`config.mk`:
```
export PLATFORM = sky130hd
export DESIGN_NAME = gpio_bank5_6_pin_config
export DESIGN_NICKNAME = d
export VERILOG_FILES = /design/src/hw/gpio_pin_cfg_pkg.sv /design/src/hw/gpio_bank5_6_pin_config.sv
export VERILOG_INCLUDE_DIRS = /design/src /design/src/hw
export SDC_FILE = /design/constraint.sdc
export NUM_CORES = 1
export LEC_CHECK = 0
export CAP_MARGIN = 15
export CORE_AREA = 2 2 137 139
export DETAILED_ROUTE_END_ITERATION = 10
export DIE_AREA = 0 0 139 141
export DONT_BUFFER_PORTS = 1
export SYNTH_ARGS = -nofsm -noshare
export SYNTH_HDL_FRONTEND = slang
export SYNTH_SLANG_ARGS = --single-unit
export TNS_END_PERCENT = 100
```
`constraint.sdc`:
```
create_clock -name clk_sys -period 2.1 [get_ports clk_sys]
set_input_delay 0.42 -clock clk_sys [delete_from_list [all_inputs] [get_ports clk_sys]]
set_output_delay 0.42 -clock clk_sys [all_outputs]
set_load 0.05 [all_outputs]
```
`src/hw/gpio_pin_cfg_params.svh`:
```
/*
  Offsets, field positions and reset values of the port 5/6 pin
  configuration block. Assumes a 32-bit AHB-Lite bus with word registers.
*/
`ifndef GPIO_PIN_CFG_PARAMS_SVH
`define GPIO_PIN_CFG_PARAMS_SVH

// Register indices; byte address is four times the index
`define IDX_PORT5_PIN1_CONFIG   8'h40
`define IDX_PORT5_PIN2_CONFIG   8'h41
`define IDX_PORT5_PIN3_CONFIG   8'h42
`define IDX_PORT5_PIN4_CONFIG   8'h43
`define IDX_PORT5_PIN5_CONFIG   8'h44
`define IDX_PORT5_PIN6_CONFIG   8'h45
`define IDX_PORT5_PIN7_CONFIG   8'h46
`define IDX_PORT6_PIN0_CONFIG   8'h47
`define IDX_PORT5_DATA          8'h4F
`define IDX_PORT6_DATA          8'h50
`define IDX_EVENT_STATUS        8'h80
`define IDX_EVENT_ENABLE        8'h81
`define IDX_EVENT_CLEAR         8'h82

// Configuration fields
`define CFG_DIR_BIT             0
`define CFG_POL_BIT             1
`define CFG_FSEL_LSB            2
`define CFG_FSEL_MSB            3
`define CFG_OTYPE_BIT           7
`define CFG_WRITE_MASK          8'h8F

// Function select codes
`define FSEL_GPIO               2'h0
`define FSEL_ALT1               2'h1
`define FSEL_ALT2               2'h2

// Reset values
`define CFG_RESET_DEFAULT       8'h01
`define CFG_RESET_TXD_PIN       8'h00
`define DATA_RESET              8'h00
`define EVENT_RESET             2'h0

// Event status bits
`define EVT_EDGE_IRQ4           0
`define EVT_PORT5_CHANGE        1
`define EVT_WIDTH               2

`endif

```
`src/hw/gpio_pin_cfg_pkg.sv`:
```
/*
  Types shared by the port 5/6 pin configuration block.
  Assumes the constants header is included alongside.
*/
package gpio_pin_cfg_pkg;

    typedef enum logic [1:0]
    {
        BUS_IDLE    = 2'h0,
        BUS_RD_WAIT = 2'h1
    } bus_state_type;

    typedef logic [7:0] cfg_byte_type;

endpackage : gpio_pin_cfg_pkg

```
`src/hw/gpio_bank5_6_pin_config.sv`:
```
/*
  Configuration, data and event logic for port 5 pins 1-7 and port 6 pin 0,
  reached over AHB-Lite. Assumes the pins come from outside the clock domain
  and the second serial port and LED logic run on clk_sys.
*/
`timescale 1ns/1ns
`include "gpio_pin_cfg_params.svh"

module gpio_bank5_6_pin_config
    import gpio_pin_cfg_pkg::*;
#(
    parameter int ADDR_WIDTH = 12
)
(
    input  wire logic                  clk_sys,
    input  wire logic                  srst,
    input  wire logic                  hsel,
    input  wire logic [ADDR_WIDTH-1:0] haddr,
    input  wire logic [1:0]            htrans,
    input  wire logic                  hwrite,
    input  wire logic [2:0]            hsize,
    input  wire logic [31:0]           hwdata,
    input  wire logic                  hready,
    output logic      [31:0]           hrdata,
    output logic                       hreadyout,
    output logic                       hresp,
    input  wire logic [7:0]            pin_in,
    output logic      [7:0]            pin_out,
    output logic      [7:0]            pin_oe_n,
    output logic                       serial2_carrier_detect_n,
    output logic                       serial2_receive_data,
    output logic                       serial2_set_ready_n,
    output logic                       serial2_clear_send_n,
    input  wire logic                  serial2_transmit_data,
    input  wire logic                  serial2_request_send_n,
    input  wire logic                  serial2_terminal_ready_n,
    input  wire logic                  indicator_out_1,
    output logic                       irq
);

    // Event registers sit at bytes 0x200 to 0x208; fewer than ten address bits cannot reach them
    if (ADDR_WIDTH < 10 || ADDR_WIDTH > 32)
    begin : g_addr_width_check
        $error("ADDR_WIDTH must lie between 10 and 32");
    end

    localparam int PINS = 8;
    localparam int IRQ_PIN = 7;

    cfg_byte_type              cfg_reg [PINS];
    logic [7:0]                data5_reg;
    logic [7:0]                data6_reg;
    logic [`EVT_WIDTH-1:0]     status_reg;
    logic [`EVT_WIDTH-1:0]     enable_reg;
    logic [PINS-1:0]           pin_meta_reg;
    logic [PINS-1:0]           pin_sync_reg;
    logic [PINS-1:0]           pin_prev_reg;
    logic [PINS-1:0]           logic_in;
    logic [PINS-1:0]           out_val;
    logic [PINS-1:0]           latch_val;
    logic [PINS-1:0]           drive_en;
    logic [PINS-1:0]           oe_n_next;
    logic [PINS-1:0]           out_next;
    logic [`EVT_WIDTH-1:0]     event_set;
    bus_state_type             state_reg;
    logic [ADDR_WIDTH-1:0]     addr_reg;
    logic                      wr_pend_reg;
    logic                      accept;

    function automatic logic [1:0] fsel(input cfg_byte_type c);
        fsel = c[`CFG_FSEL_MSB:`CFG_FSEL_LSB];
    endfunction : fsel

    function automatic logic is_idx(input logic [ADDR_WIDTH-1:0] a, input logic [7:0] idx);
        is_idx = (a[1:0] == 2'h0) && (a[ADDR_WIDTH-1:2] == (ADDR_WIDTH-2)'(idx));
    endfunction : is_idx

    // Pin synchroniser; the second stage feeds logic, a third stage holds the previous value for edge detection
    always_ff @(posedge clk_sys)
    begin
        if (srst)
        begin
            pin_meta_reg <= 8'hFF;
            pin_sync_reg <= 8'hFF;
            pin_prev_reg <= 8'hFF;
        end
        else
        begin
            pin_meta_reg <= pin_in;
            pin_sync_reg <= pin_meta_reg;
            pin_prev_reg <= pin_sync_reg;
        end
    end

    // Latches in pin order, so no pin indexes past the end of port 5
    assign latch_val = {data6_reg[0], data5_reg[7:1]};

    // Per-pin input view, output source and driver control
    always_comb
    begin
        for (int i = 0; i < PINS; i++)
        begin
            logic_in[i] = pin_sync_reg[i] ^ cfg_reg[i][`CFG_POL_BIT];
            out_val[i] = latch_val[i];
            if (fsel(cfg_reg[i]) == `FSEL_ALT1)
            begin
                case (i)
                    2: out_val[i] = serial2_transmit_data;
                    4: out_val[i] = serial2_request_send_n;
                    6: out_val[i] = serial2_terminal_ready_n;
                    7: out_val[i] = indicator_out_1;
                    default: out_val[i] = out_val[i];
                endcase
            end
            out_val[i] = out_val[i] ^ cfg_reg[i][`CFG_POL_BIT];
            drive_en[i] = !cfg_reg[i][`CFG_DIR_BIT];
            // Open drain only pulls low; a high level is left to the pull-up
            oe_n_next[i] = !(drive_en[i] && (!cfg_reg[i][`CFG_OTYPE_BIT] || !out_val[i]));
            out_next[i] = cfg_reg[i][`CFG_OTYPE_BIT] ? 1'b0 : out_val[i];
        end
    end

    always_ff @(posedge clk_sys)
    begin
        if (srst)
        begin
            pin_out  <= 8'h00;
            pin_oe_n <= 8'hFF;
        end
        else
        begin
            pin_out  <= out_next;
            pin_oe_n <= oe_n_next;
        end
    end

    // Serial inputs idle inactive when the pin is not routed to them
    always_ff @(posedge clk_sys)
    begin
        if (srst)
        begin
            serial2_carrier_detect_n <= 1'b1;
            serial2_receive_data     <= 1'b1;
            serial2_set_ready_n      <= 1'b1;
            serial2_clear_send_n     <= 1'b1;
        end
        else
        begin
            serial2_carrier_detect_n <= (fsel(cfg_reg[0]) == `FSEL_ALT1) ? logic_in[0] : 1'b1;
            serial2_receive_data     <= (fsel(cfg_reg[1]) == `FSEL_ALT1) ? logic_in[1] : 1'b1;
            serial2_set_ready_n      <= (fsel(cfg_reg[3]) == `FSEL_ALT1) ? logic_in[3] : 1'b1;
            serial2_clear_send_n     <= (fsel(cfg_reg[5]) == `FSEL_ALT1) ? logic_in[5] : 1'b1;
        end
    end

    // AHB-Lite address phase; reads take one wait state so hrdata is registered
    assign accept = hsel && htrans[1] && hready;
    assign hreadyout = (state_reg != BUS_RD_WAIT);
    assign hresp = 1'b0;

    always_ff @(posedge clk_sys)
    begin
        if (srst)
        begin
            state_reg   <= BUS_IDLE;
            addr_reg    <= '0;
            wr_pend_reg <= 1'b0;
        end
        else
        begin
            wr_pend_reg <= accept && hwrite;
            if (accept)
                addr_reg <= haddr;
            case (state_reg)
                BUS_IDLE:    state_reg <= (accept && !hwrite) ? BUS_RD_WAIT : BUS_IDLE;
                BUS_RD_WAIT: state_reg <= BUS_IDLE;
                default:     state_reg <= BUS_IDLE;
            endcase
        end
    end

    // Configuration and data registers
    always_ff @(posedge clk_sys)
    begin
        if (srst)
        begin
            for (int i = 0; i < PINS; i++)
                cfg_reg[i] <= (i == 2) ? `CFG_RESET_TXD_PIN : `CFG_RESET_DEFAULT;
            data5_reg <= `DATA_RESET;
            data6_reg <= `DATA_RESET;
        end
        else if (wr_pend_reg)
        begin
            for (int i = 0; i < PINS; i++)
                if (is_idx(addr_reg, 8'(`IDX_PORT5_PIN1_CONFIG + i)))
                    cfg_reg[i] <= hwdata[7:0] & `CFG_WRITE_MASK;
            if (is_idx(addr_reg, `IDX_PORT5_DATA))
                data5_reg <= hwdata[7:0];
            if (is_idx(addr_reg, `IDX_PORT6_DATA))
                data6_reg <= {7'h00, hwdata[0]};
        end
    end

    // Events: either edge on the interrupt pin, change on a port 5 GPIO input
    always_comb
    begin
        event_set = '0;
        event_set[`EVT_EDGE_IRQ4] = (fsel(cfg_reg[IRQ_PIN]) == `FSEL_ALT2)
            && (pin_sync_reg[IRQ_PIN] != pin_prev_reg[IRQ_PIN]);
        for (int i = 0; i < IRQ_PIN; i++)
            if (cfg_reg[i][`CFG_DIR_BIT] && fsel(cfg_reg[i]) == `FSEL_GPIO
                && pin_sync_reg[i] != pin_prev_reg[i])
                event_set[`EVT_PORT5_CHANGE] = 1'b1;
    end

    // A set in the clearing cycle wins
    always_ff @(posedge clk_sys)
    begin
        if (srst)
        begin
            status_reg <= `EVENT_RESET;
            enable_reg <= `EVENT_RESET;
        end
        else
        begin
            if (wr_pend_reg && is_idx(addr_reg, `IDX_EVENT_ENABLE))
                enable_reg <= hwdata[`EVT_WIDTH-1:0];
            if (wr_pend_reg && is_idx(addr_reg, `IDX_EVENT_CLEAR))
                status_reg <= (status_reg & ~hwdata[`EVT_WIDTH-1:0]) | event_set;
            else
                status_reg <= status_reg | event_set;
        end
    end

    always_ff @(posedge clk_sys)
    begin
        if (srst)
            irq <= 1'b0;
        else
            irq <= |(status_reg & enable_reg);
    end

    // Read data: input pins show their level, output pins their latch
    always_ff @(posedge clk_sys)
    begin
        if (srst)
            hrdata <= 32'h0000_0000;
        else if (state_reg == BUS_RD_WAIT)
        begin
            hrdata <= 32'h0000_0000;
            for (int i = 0; i < PINS; i++)
                if (is_idx(addr_reg, 8'(`IDX_PORT5_PIN1_CONFIG + i)))
                    hrdata <= {24'h000000, cfg_reg[i]};
            if (is_idx(addr_reg, `IDX_PORT5_DATA))
            begin
                for (int i = 0; i < IRQ_PIN; i++)
                    hrdata[i+1] <= cfg_reg[i][`CFG_DIR_BIT] ? logic_in[i] : data5_reg[i+1];
                hrdata[0] <= data5_reg[0];
            end
            if (is_idx(addr_reg, `IDX_PORT6_DATA))
                hrdata[0] <= cfg_reg[IRQ_PIN][`CFG_DIR_BIT] ? logic_in[IRQ_PIN] : data6_reg[0];
            if (is_idx(addr_reg, `IDX_EVENT_STATUS))
                hrdata[`EVT_WIDTH-1:0] <= status_reg;
            if (is_idx(addr_reg, `IDX_EVENT_ENABLE))
                hrdata[`EVT_WIDTH-1:0] <= enable_reg;
        end
    end

    dir_input_a: assert property (@(posedge clk_sys) disable iff (srst)
        cfg_reg[0][`CFG_DIR_BIT] |=> pin_oe_n[0])
        else $error("input pin is being driven");

    polarity_a: assert property (@(posedge clk_sys) disable iff (srst)
        (!cfg_reg[1][`CFG_DIR_BIT] && !cfg_reg[1][`CFG_OTYPE_BIT]
         && fsel(cfg_reg[1]) == `FSEL_GPIO && $stable(cfg_reg[1]) && $stable(data5_reg))
        |=> pin_out[1] == ($past(data5_reg[2]) ^ $past(cfg_reg[1][`CFG_POL_BIT])))
        else $error("output polarity wrong");

    open_drain_a: assert property (@(posedge clk_sys) disable iff (srst)
        cfg_reg[3][`CFG_OTYPE_BIT] |=> !pin_out[3])
        else $error("open drain pin drives high");

    carrier_route_a: assert property (@(posedge clk_sys) disable iff (srst)
        (fsel(cfg_reg[0]) == `FSEL_ALT1) |=> serial2_carrier_detect_n == $past(logic_in[0]))
        else $error("carrier detect not routed");

    txd_route_a: assert property (@(posedge clk_sys) disable iff (srst)
        (fsel(cfg_reg[2]) == `FSEL_ALT1 && !cfg_reg[2][`CFG_DIR_BIT]
         && !cfg_reg[2][`CFG_OTYPE_BIT] && !cfg_reg[2][`CFG_POL_BIT])
        |=> pin_out[2] == $past(serial2_transmit_data) && !pin_oe_n[2])
        else $error("transmit data not on pin");

    edge_event_a: assert property (@(posedge clk_sys) disable iff (srst)
        (fsel(cfg_reg[IRQ_PIN]) == `FSEL_ALT2 && pin_sync_reg[IRQ_PIN] != pin_prev_reg[IRQ_PIN])
        |=> status_reg[`EVT_EDGE_IRQ4] ##1 (irq == ($past(enable_reg[`EVT_EDGE_IRQ4])
            || ($past(status_reg[`EVT_PORT5_CHANGE]) && $past(enable_reg[`EVT_PORT5_CHANGE])))))
        else $error("pin edge did not raise the event");

    reset_value_a: assert property (@(posedge clk_sys)
        srst |=> cfg_reg[2] == `CFG_RESET_TXD_PIN && cfg_reg[7] == `CFG_RESET_DEFAULT
        && pin_oe_n == 8'hFF)
        else $error("configuration reset value wrong");

    reserved_zero_a: assert property (@(posedge clk_sys) disable iff (srst)
        (state_reg == BUS_RD_WAIT && is_idx(addr_reg, `IDX_PORT5_PIN1_CONFIG))
        |=> hrdata[6:4] == 3'h0 && hrdata[31:8] == 24'h000000 && hreadyout)
        else $error("reserved bits read non-zero");

    read_wait_a: assert property (@(posedge clk_sys) disable iff (srst)
        (accept && !hwrite) |=> !hreadyout ##1 hreadyout)
        else $error("read wait state missing");

    write_ready_a: assert property (@(posedge clk_sys) disable iff (srst)
        (accept && hwrite) |=> hreadyout)
        else $error("write data phase stalled");

    serial_idle_a: assert property (@(posedge clk_sys) disable iff (srst)
        (fsel(cfg_reg[0]) != `FSEL_ALT1) |=> serial2_carrier_detect_n)
        else $error("unrouted carrier detect not idle");

    rxd_route_a: assert property (@(posedge clk_sys) disable iff (srst)
        (fsel(cfg_reg[1]) == `FSEL_ALT1) |=> serial2_receive_data == $past(logic_in[1]))
        else $error("receive data not routed");

    set_ready_route_a: assert property (@(posedge clk_sys) disable iff (srst)
        (fsel(cfg_reg[3]) == `FSEL_ALT1) |=> serial2_set_ready_n == $past(logic_in[3]))
        else $error("set ready not routed");

    clear_send_route_a: assert property (@(posedge clk_sys) disable iff (srst)
        (fsel(cfg_reg[5]) == `FSEL_ALT1) |=> serial2_clear_send_n == $past(logic_in[5]))
        else $error("clear to send not routed");

    rts_route_a: assert property (@(posedge clk_sys) disable iff (srst)
        (fsel(cfg_reg[4]) == `FSEL_ALT1 && !cfg_reg[4][`CFG_DIR_BIT]
         && !cfg_reg[4][`CFG_OTYPE_BIT] && !cfg_reg[4][`CFG_POL_BIT])
        |=> pin_out[4] == $past(serial2_request_send_n) && !pin_oe_n[4])
        else $error("request to send not on pin");

    dtr_route_a: assert property (@(posedge clk_sys) disable iff (srst)
        (fsel(cfg_reg[6]) == `FSEL_ALT1 && !cfg_reg[6][`CFG_DIR_BIT]
         && !cfg_reg[6][`CFG_OTYPE_BIT] && !cfg_reg[6][`CFG_POL_BIT])
        |=> pin_out[6] == $past(serial2_terminal_ready_n) && !pin_oe_n[6])
        else $error("terminal ready not on pin");

    led_route_a: assert property (@(posedge clk_sys) disable iff (srst)
        (fsel(cfg_reg[7]) == `FSEL_ALT1 && !cfg_reg[7][`CFG_DIR_BIT]
         && !cfg_reg[7][`CFG_OTYPE_BIT] && !cfg_reg[7][`CFG_POL_BIT])
        |=> pin_out[7] == $past(indicator_out_1) && !pin_oe_n[7])
        else $error("indicator not on pin");

    data_out_a: assert property (@(posedge clk_sys) disable iff (srst)
        (fsel(cfg_reg[0]) == `FSEL_GPIO && !cfg_reg[0][`CFG_DIR_BIT]
         && !cfg_reg[0][`CFG_OTYPE_BIT] && !cfg_reg[0][`CFG_POL_BIT])
        |=> pin_out[0] == $past(data5_reg[1]) && !pin_oe_n[0])
        else $error("data latch not on pin");

    reserved_code_a: assert property (@(posedge clk_sys) disable iff (srst)
        (fsel(cfg_reg[5]) == 2'h3 && !cfg_reg[5][`CFG_DIR_BIT]
         && !cfg_reg[5][`CFG_OTYPE_BIT] && !cfg_reg[5][`CFG_POL_BIT])
        |=> pin_out[5] == $past(data5_reg[6]) && !pin_oe_n[5])
        else $error("reserved code not plain output");

    status_hold_a: assert property (@(posedge clk_sys) disable iff (srst)
        (status_reg[`EVT_EDGE_IRQ4]
         && !(wr_pend_reg && is_idx(addr_reg, `IDX_EVENT_CLEAR) && hwdata[`EVT_EDGE_IRQ4]))
        |=> status_reg[`EVT_EDGE_IRQ4])
        else $error("edge event lost before clear");

    enable_write_a: assert property (@(posedge clk_sys) disable iff (srst)
        (wr_pend_reg && is_idx(addr_reg, `IDX_EVENT_ENABLE))
        |=> enable_reg == $past(hwdata[`EVT_WIDTH-1:0]))
        else $error("enable write lost");

    cfg_reserved_a: assert property (@(posedge clk_sys) disable iff (srst)
        (wr_pend_reg && is_idx(addr_reg, `IDX_PORT5_PIN2_CONFIG))
        |=> cfg_reg[1][6:4] == 3'h0 && cfg_reg[1][3:0] == $past(hwdata[3:0]))
        else $error("reserved configuration bits stored");

endmodule : gpio_bank5_6_pin_config

```
# Yosys cells after proc, flatten, opt, wreduce, memory -nomap -nowiden
# Memories as Yosys holds them, arrays and structs flattened.
# Index checks and enable logic that the tools add are counted.
# totals
regBits	105
ram_bits	40
in_bits	66
out_inout_bits	55
elab_cells	275
n_memories	1
# mem_list
name	words	word_bits	rd	rd_clocked_by_memory_dff	write_ports	line_no	source
cfg_reg	8	5	8	0	8	gpio_bank5_6_pin_config.sv:50	cfg_byte_type cfg_reg [PINS];
# classes
n_eq_ne	32
muxes	75
n_bitwise	34
reduce_logical	108
# op_table
operator	count
2-to-1 mux 32 bit	7
== test 10 x 7 -> 1 bit (second input constant)	10
2-to-1 mux 1 bit	55
logical AND 1 bit	42
2-to-1 mux 5 bit	8
logical NOT 1 bit	33
== test 10 x 8 -> 1 bit (second input constant)	3
OR reduction 2 bit	14
== test 2 x 1 -> 1 bit (second input constant)	9
logical NOT 2 bit	9
2-to-1 mux 8 bit	2
XOR 1 bit	16
logical OR 1 bit	8
!= test 1 bit	8
OR 1 bit	8
2-to-1 mux 2 bit	3
NOT 1 bit	5
bitwise AND 2 bit	2
OR 2 bit	2
AND reduction 2 bit	2
== test 2 bit (second input constant)	1
!= test 2 x 1 -> 1 bit (second input constant)	1
NOT 2 bit	1

# Logic depth before layout (Yosys ltp)
# logic_depth
depth_word	14
mapped_depth	7
depth_no_buf	5

# Worst setup path after synthesis
# OpenSTA, ideal clock, no wires.
# synth_path
path_kind	reg2reg
startpoint	register addr_reg[10]
endpoint	memory cfg_reg[1][5] (netlist bit) (enable)
setup_time_ns	0.316
arrival_ns	1.857
required_ns	1.784
slack_ns	-0.073
path_stages_with_launch	7
n_path_buf	1
synth_period_minus_slack_ns	2.173
path_cell_list	dfxtp_1 -> or4_4 -> buf_6 -> nor4_4 -> nand2_1 -> or2_1 -> nand2b_1
# synth_lines
item	line_no	source
start, declared	gpio_bank5_6_pin_config.sv:66	logic [ADDR_WIDTH-1:0] addr_reg;
start signal, assigned	gpio_bank5_6_pin_config.sv:173	addr_reg <= haddr;
end, declared	gpio_bank5_6_pin_config.sv:50	

==> reports/metrics.cfg <==
[timing]
tightest_slew_ns=0.5844
fin_crit_ns=2.108
clock_skew_ns=0.009596
fmax_ghz=0.4745
setup_tns_ns=-0.02500
setup_violations=6
whs_ns=0.07834
relSlewSlack=0.6099
period_share=1.004
hold_viol=0
slew_violations=0
setup_ws_ns=-0.007612
rsz0062_at_grt=true

[die]
dieWidth_um=139
ios=121
die_area_um2=19600
start_util=0.2907
die_h_um=141
core_area_um2=18270
rows=50

[final_layout]
final_net_count=616
final_core_util=0.3443
final_common_cell=dfxtp_1
diodes=0
largest_reg_flops=40
drive_above_1_share=0.2185
area_growth_pct=18.45
final_cell_mix=dfxtp_1 (78), nand2_1 (58), nor2_1 (47)

[worst_setup_path]
ff2ff_path_depth=6
cp.required_ns=2.23
critPathCaptureType=flip-flop
startpoint_type=flip-flop
crit_type=reg2reg
cp_data_arrival_time_ns=2.23
cp_max_fo=5

[power_and_ir_drop]
vdd_drop_max_v=0.0005295
power_density_nw_per_um2=961.6
leakage_uw=0.002237

[global_routing]
grt_pass1_wl_um=20870
antenna_found_initial=0
grt_usage=0.1397
grt_max_degree=96
grt_pass1_vias=3744
grt_overflow_total=0

[placement]
dpl.hpwl_um=9887
io_buffer_count=0
pre_cts_slack_ns=-0.05836
finalWeightedCongestion=0.9281

[yosys]
synth-main-ff-cell=dfxtp_1
yosys.area_share.xor_xnor=0.03959
synth_cells=525
yosysSeqAreaShare=0.5278
synth_compound_area_frac=0.08907
synth_cell_types=59
ys_ff_latch=120
yosysWarningCount=0
synth_top_family_by_area=simple AND/OR/NAND/NOR gates
async_reset_ff_frac=0
netlist_area_um2=5310
synth_area_per_cell_um2=10.11
synth_fa_ha_area_frac=0
synth_mux_area_frac=0.04736
synth_edf_count=40
yosys.area_share.simple=0.2170

[worst_hold_path]
hold_path_class=in2reg
hold_depth=1

[routing]
viasPerCell=4.774
drcViolationCount=0
wl_um=13650
post_drt_wl_per_cell_um=17.12
ant_nets=0
drt_iter0_markers=242
num_vias=3805
firstDrtPassIters=4

[run_status]
outcome=finished with violations
violations=negative setup slack

[clocking]
clk_path_buf_depth=2
cts_hold_buf=0
h-tree-depth=4
cts_buffers=17
cts-root-buf=clkbuf_16
tritoncts=done
clkSinkCount=120
clk_latency_ns=0.42
path_clk_slew_ns=0.05

[flow_run]
cap_violations=0

## stage by stage
step                cells  cell area, um^2  power (uW)
floorplan             549             5416        2951
global placement      762             5580        2970
detailed placement    762             5580        2978
CTS                   794             6218        6096
global route          797             6290        6238
finish                797             6290        6048
## cell usage after synthesis (all sizes together) (4+ instances only)
library cell / instances / area (um^2)
nand2b: 11 / 68.82
dfxtp: 80 / 1602
nor4b: 6 / 52.55
mux4: 6 / 137.6
inv: 15 / 56.30
a21oi: 32 / 160.2
mux2i: 8 / 80.08
or2: 30 / 187.7
buf: 33 / 257.7
nor2: 49 / 183.9
o2111ai: 4 / 35.03
o21ai: 16 / 80.08
nor2b: 6 / 37.54
nor3b: 4 / 30.03
nor3: 12 / 71.32
nand2: 59 / 221.5
clkbuf: 18 / 102.6
xor2: 9 / 78.83
nand3: 21 / 105.1
nor4: 6 / 67.56
xnor2: 15 / 131.4
edfxtp: 40 / 1201
## routing by layer
metal,share of wire,GRT usage,vias up
li1,-,-,1825
met1,0.41,0.1647,1812
met2,0.47,0.2248,142
met3,0.087,0.05163,26
met4,0.025,0.07018,0
met5,0,0,-
## worst max-delay path, stage by stage (launching register included)
cell,delay (ns)
dfxtp_2,0.32
or4_4,0.60
nor4_4,0.27
and2_4,0.22
nand3b_1,0.13
buf_4,0.18
nand2b_4,0.09
## cells by family after synthesis
group / count (synthesis)
AND/OR/NAND/NOR: 221
flip-flops: 120
AO/OA/AOI/OAI: 76
buffers and inverters: 66
XOR/XNOR: 24
multiplexers: 17
other: 1
## power breakdown
| part | internal, uW | switching (uW) | leakage [uW] |
|---|---|---|---|
| sequential | 2470 | 105 | 0.00104 |
| combinational | 119 | 237 | 0.000883 |
| clock | 2120 | 996 | 0.000311 |
| total | 4710 | 1340 | 0.00224 |
## layout make-up
type / instances / area, um^2
inverter: 15 / 56.30
clock buffer: 25 / 496.7
tap: 234 / 292.8
multi-input combinational: 363 / 2242
clock inverter: 7 / 136.4
sequential: 120 / 2805
timing repair buffer: 33 / 260.3
fill: 1850 / 11980
## worst paths after layout
path | startpoint | end | slack [ns]
max | addr_reg[10]$_SDFFE_PP0P_ | cfg_reg[0][8]$_SDFFCE_PN0P_ | -0.008
min | hwrite | state_reg[0]$_SDFF_PP0_ | 0.08
max reg2reg | addr_reg[10]$_SDFFE_PP0P_ | cfg_reg[0][8]$_SDFFCE_PN0P_ | -0.008
min reg2reg | pin_meta_reg[3]$_SDFF_PP1_ | pin_sync_reg[3]$_SDFF_PP1_ | 0.40
## what timing repair did
item	in CTS	in global routing
setup buffers	0	3
hold endpoints to repair	0	0
resized for setup	2	14
pin swaps	2	6
endpoints found under the setup margin	36	49
(Power assumes the default switching activity.)
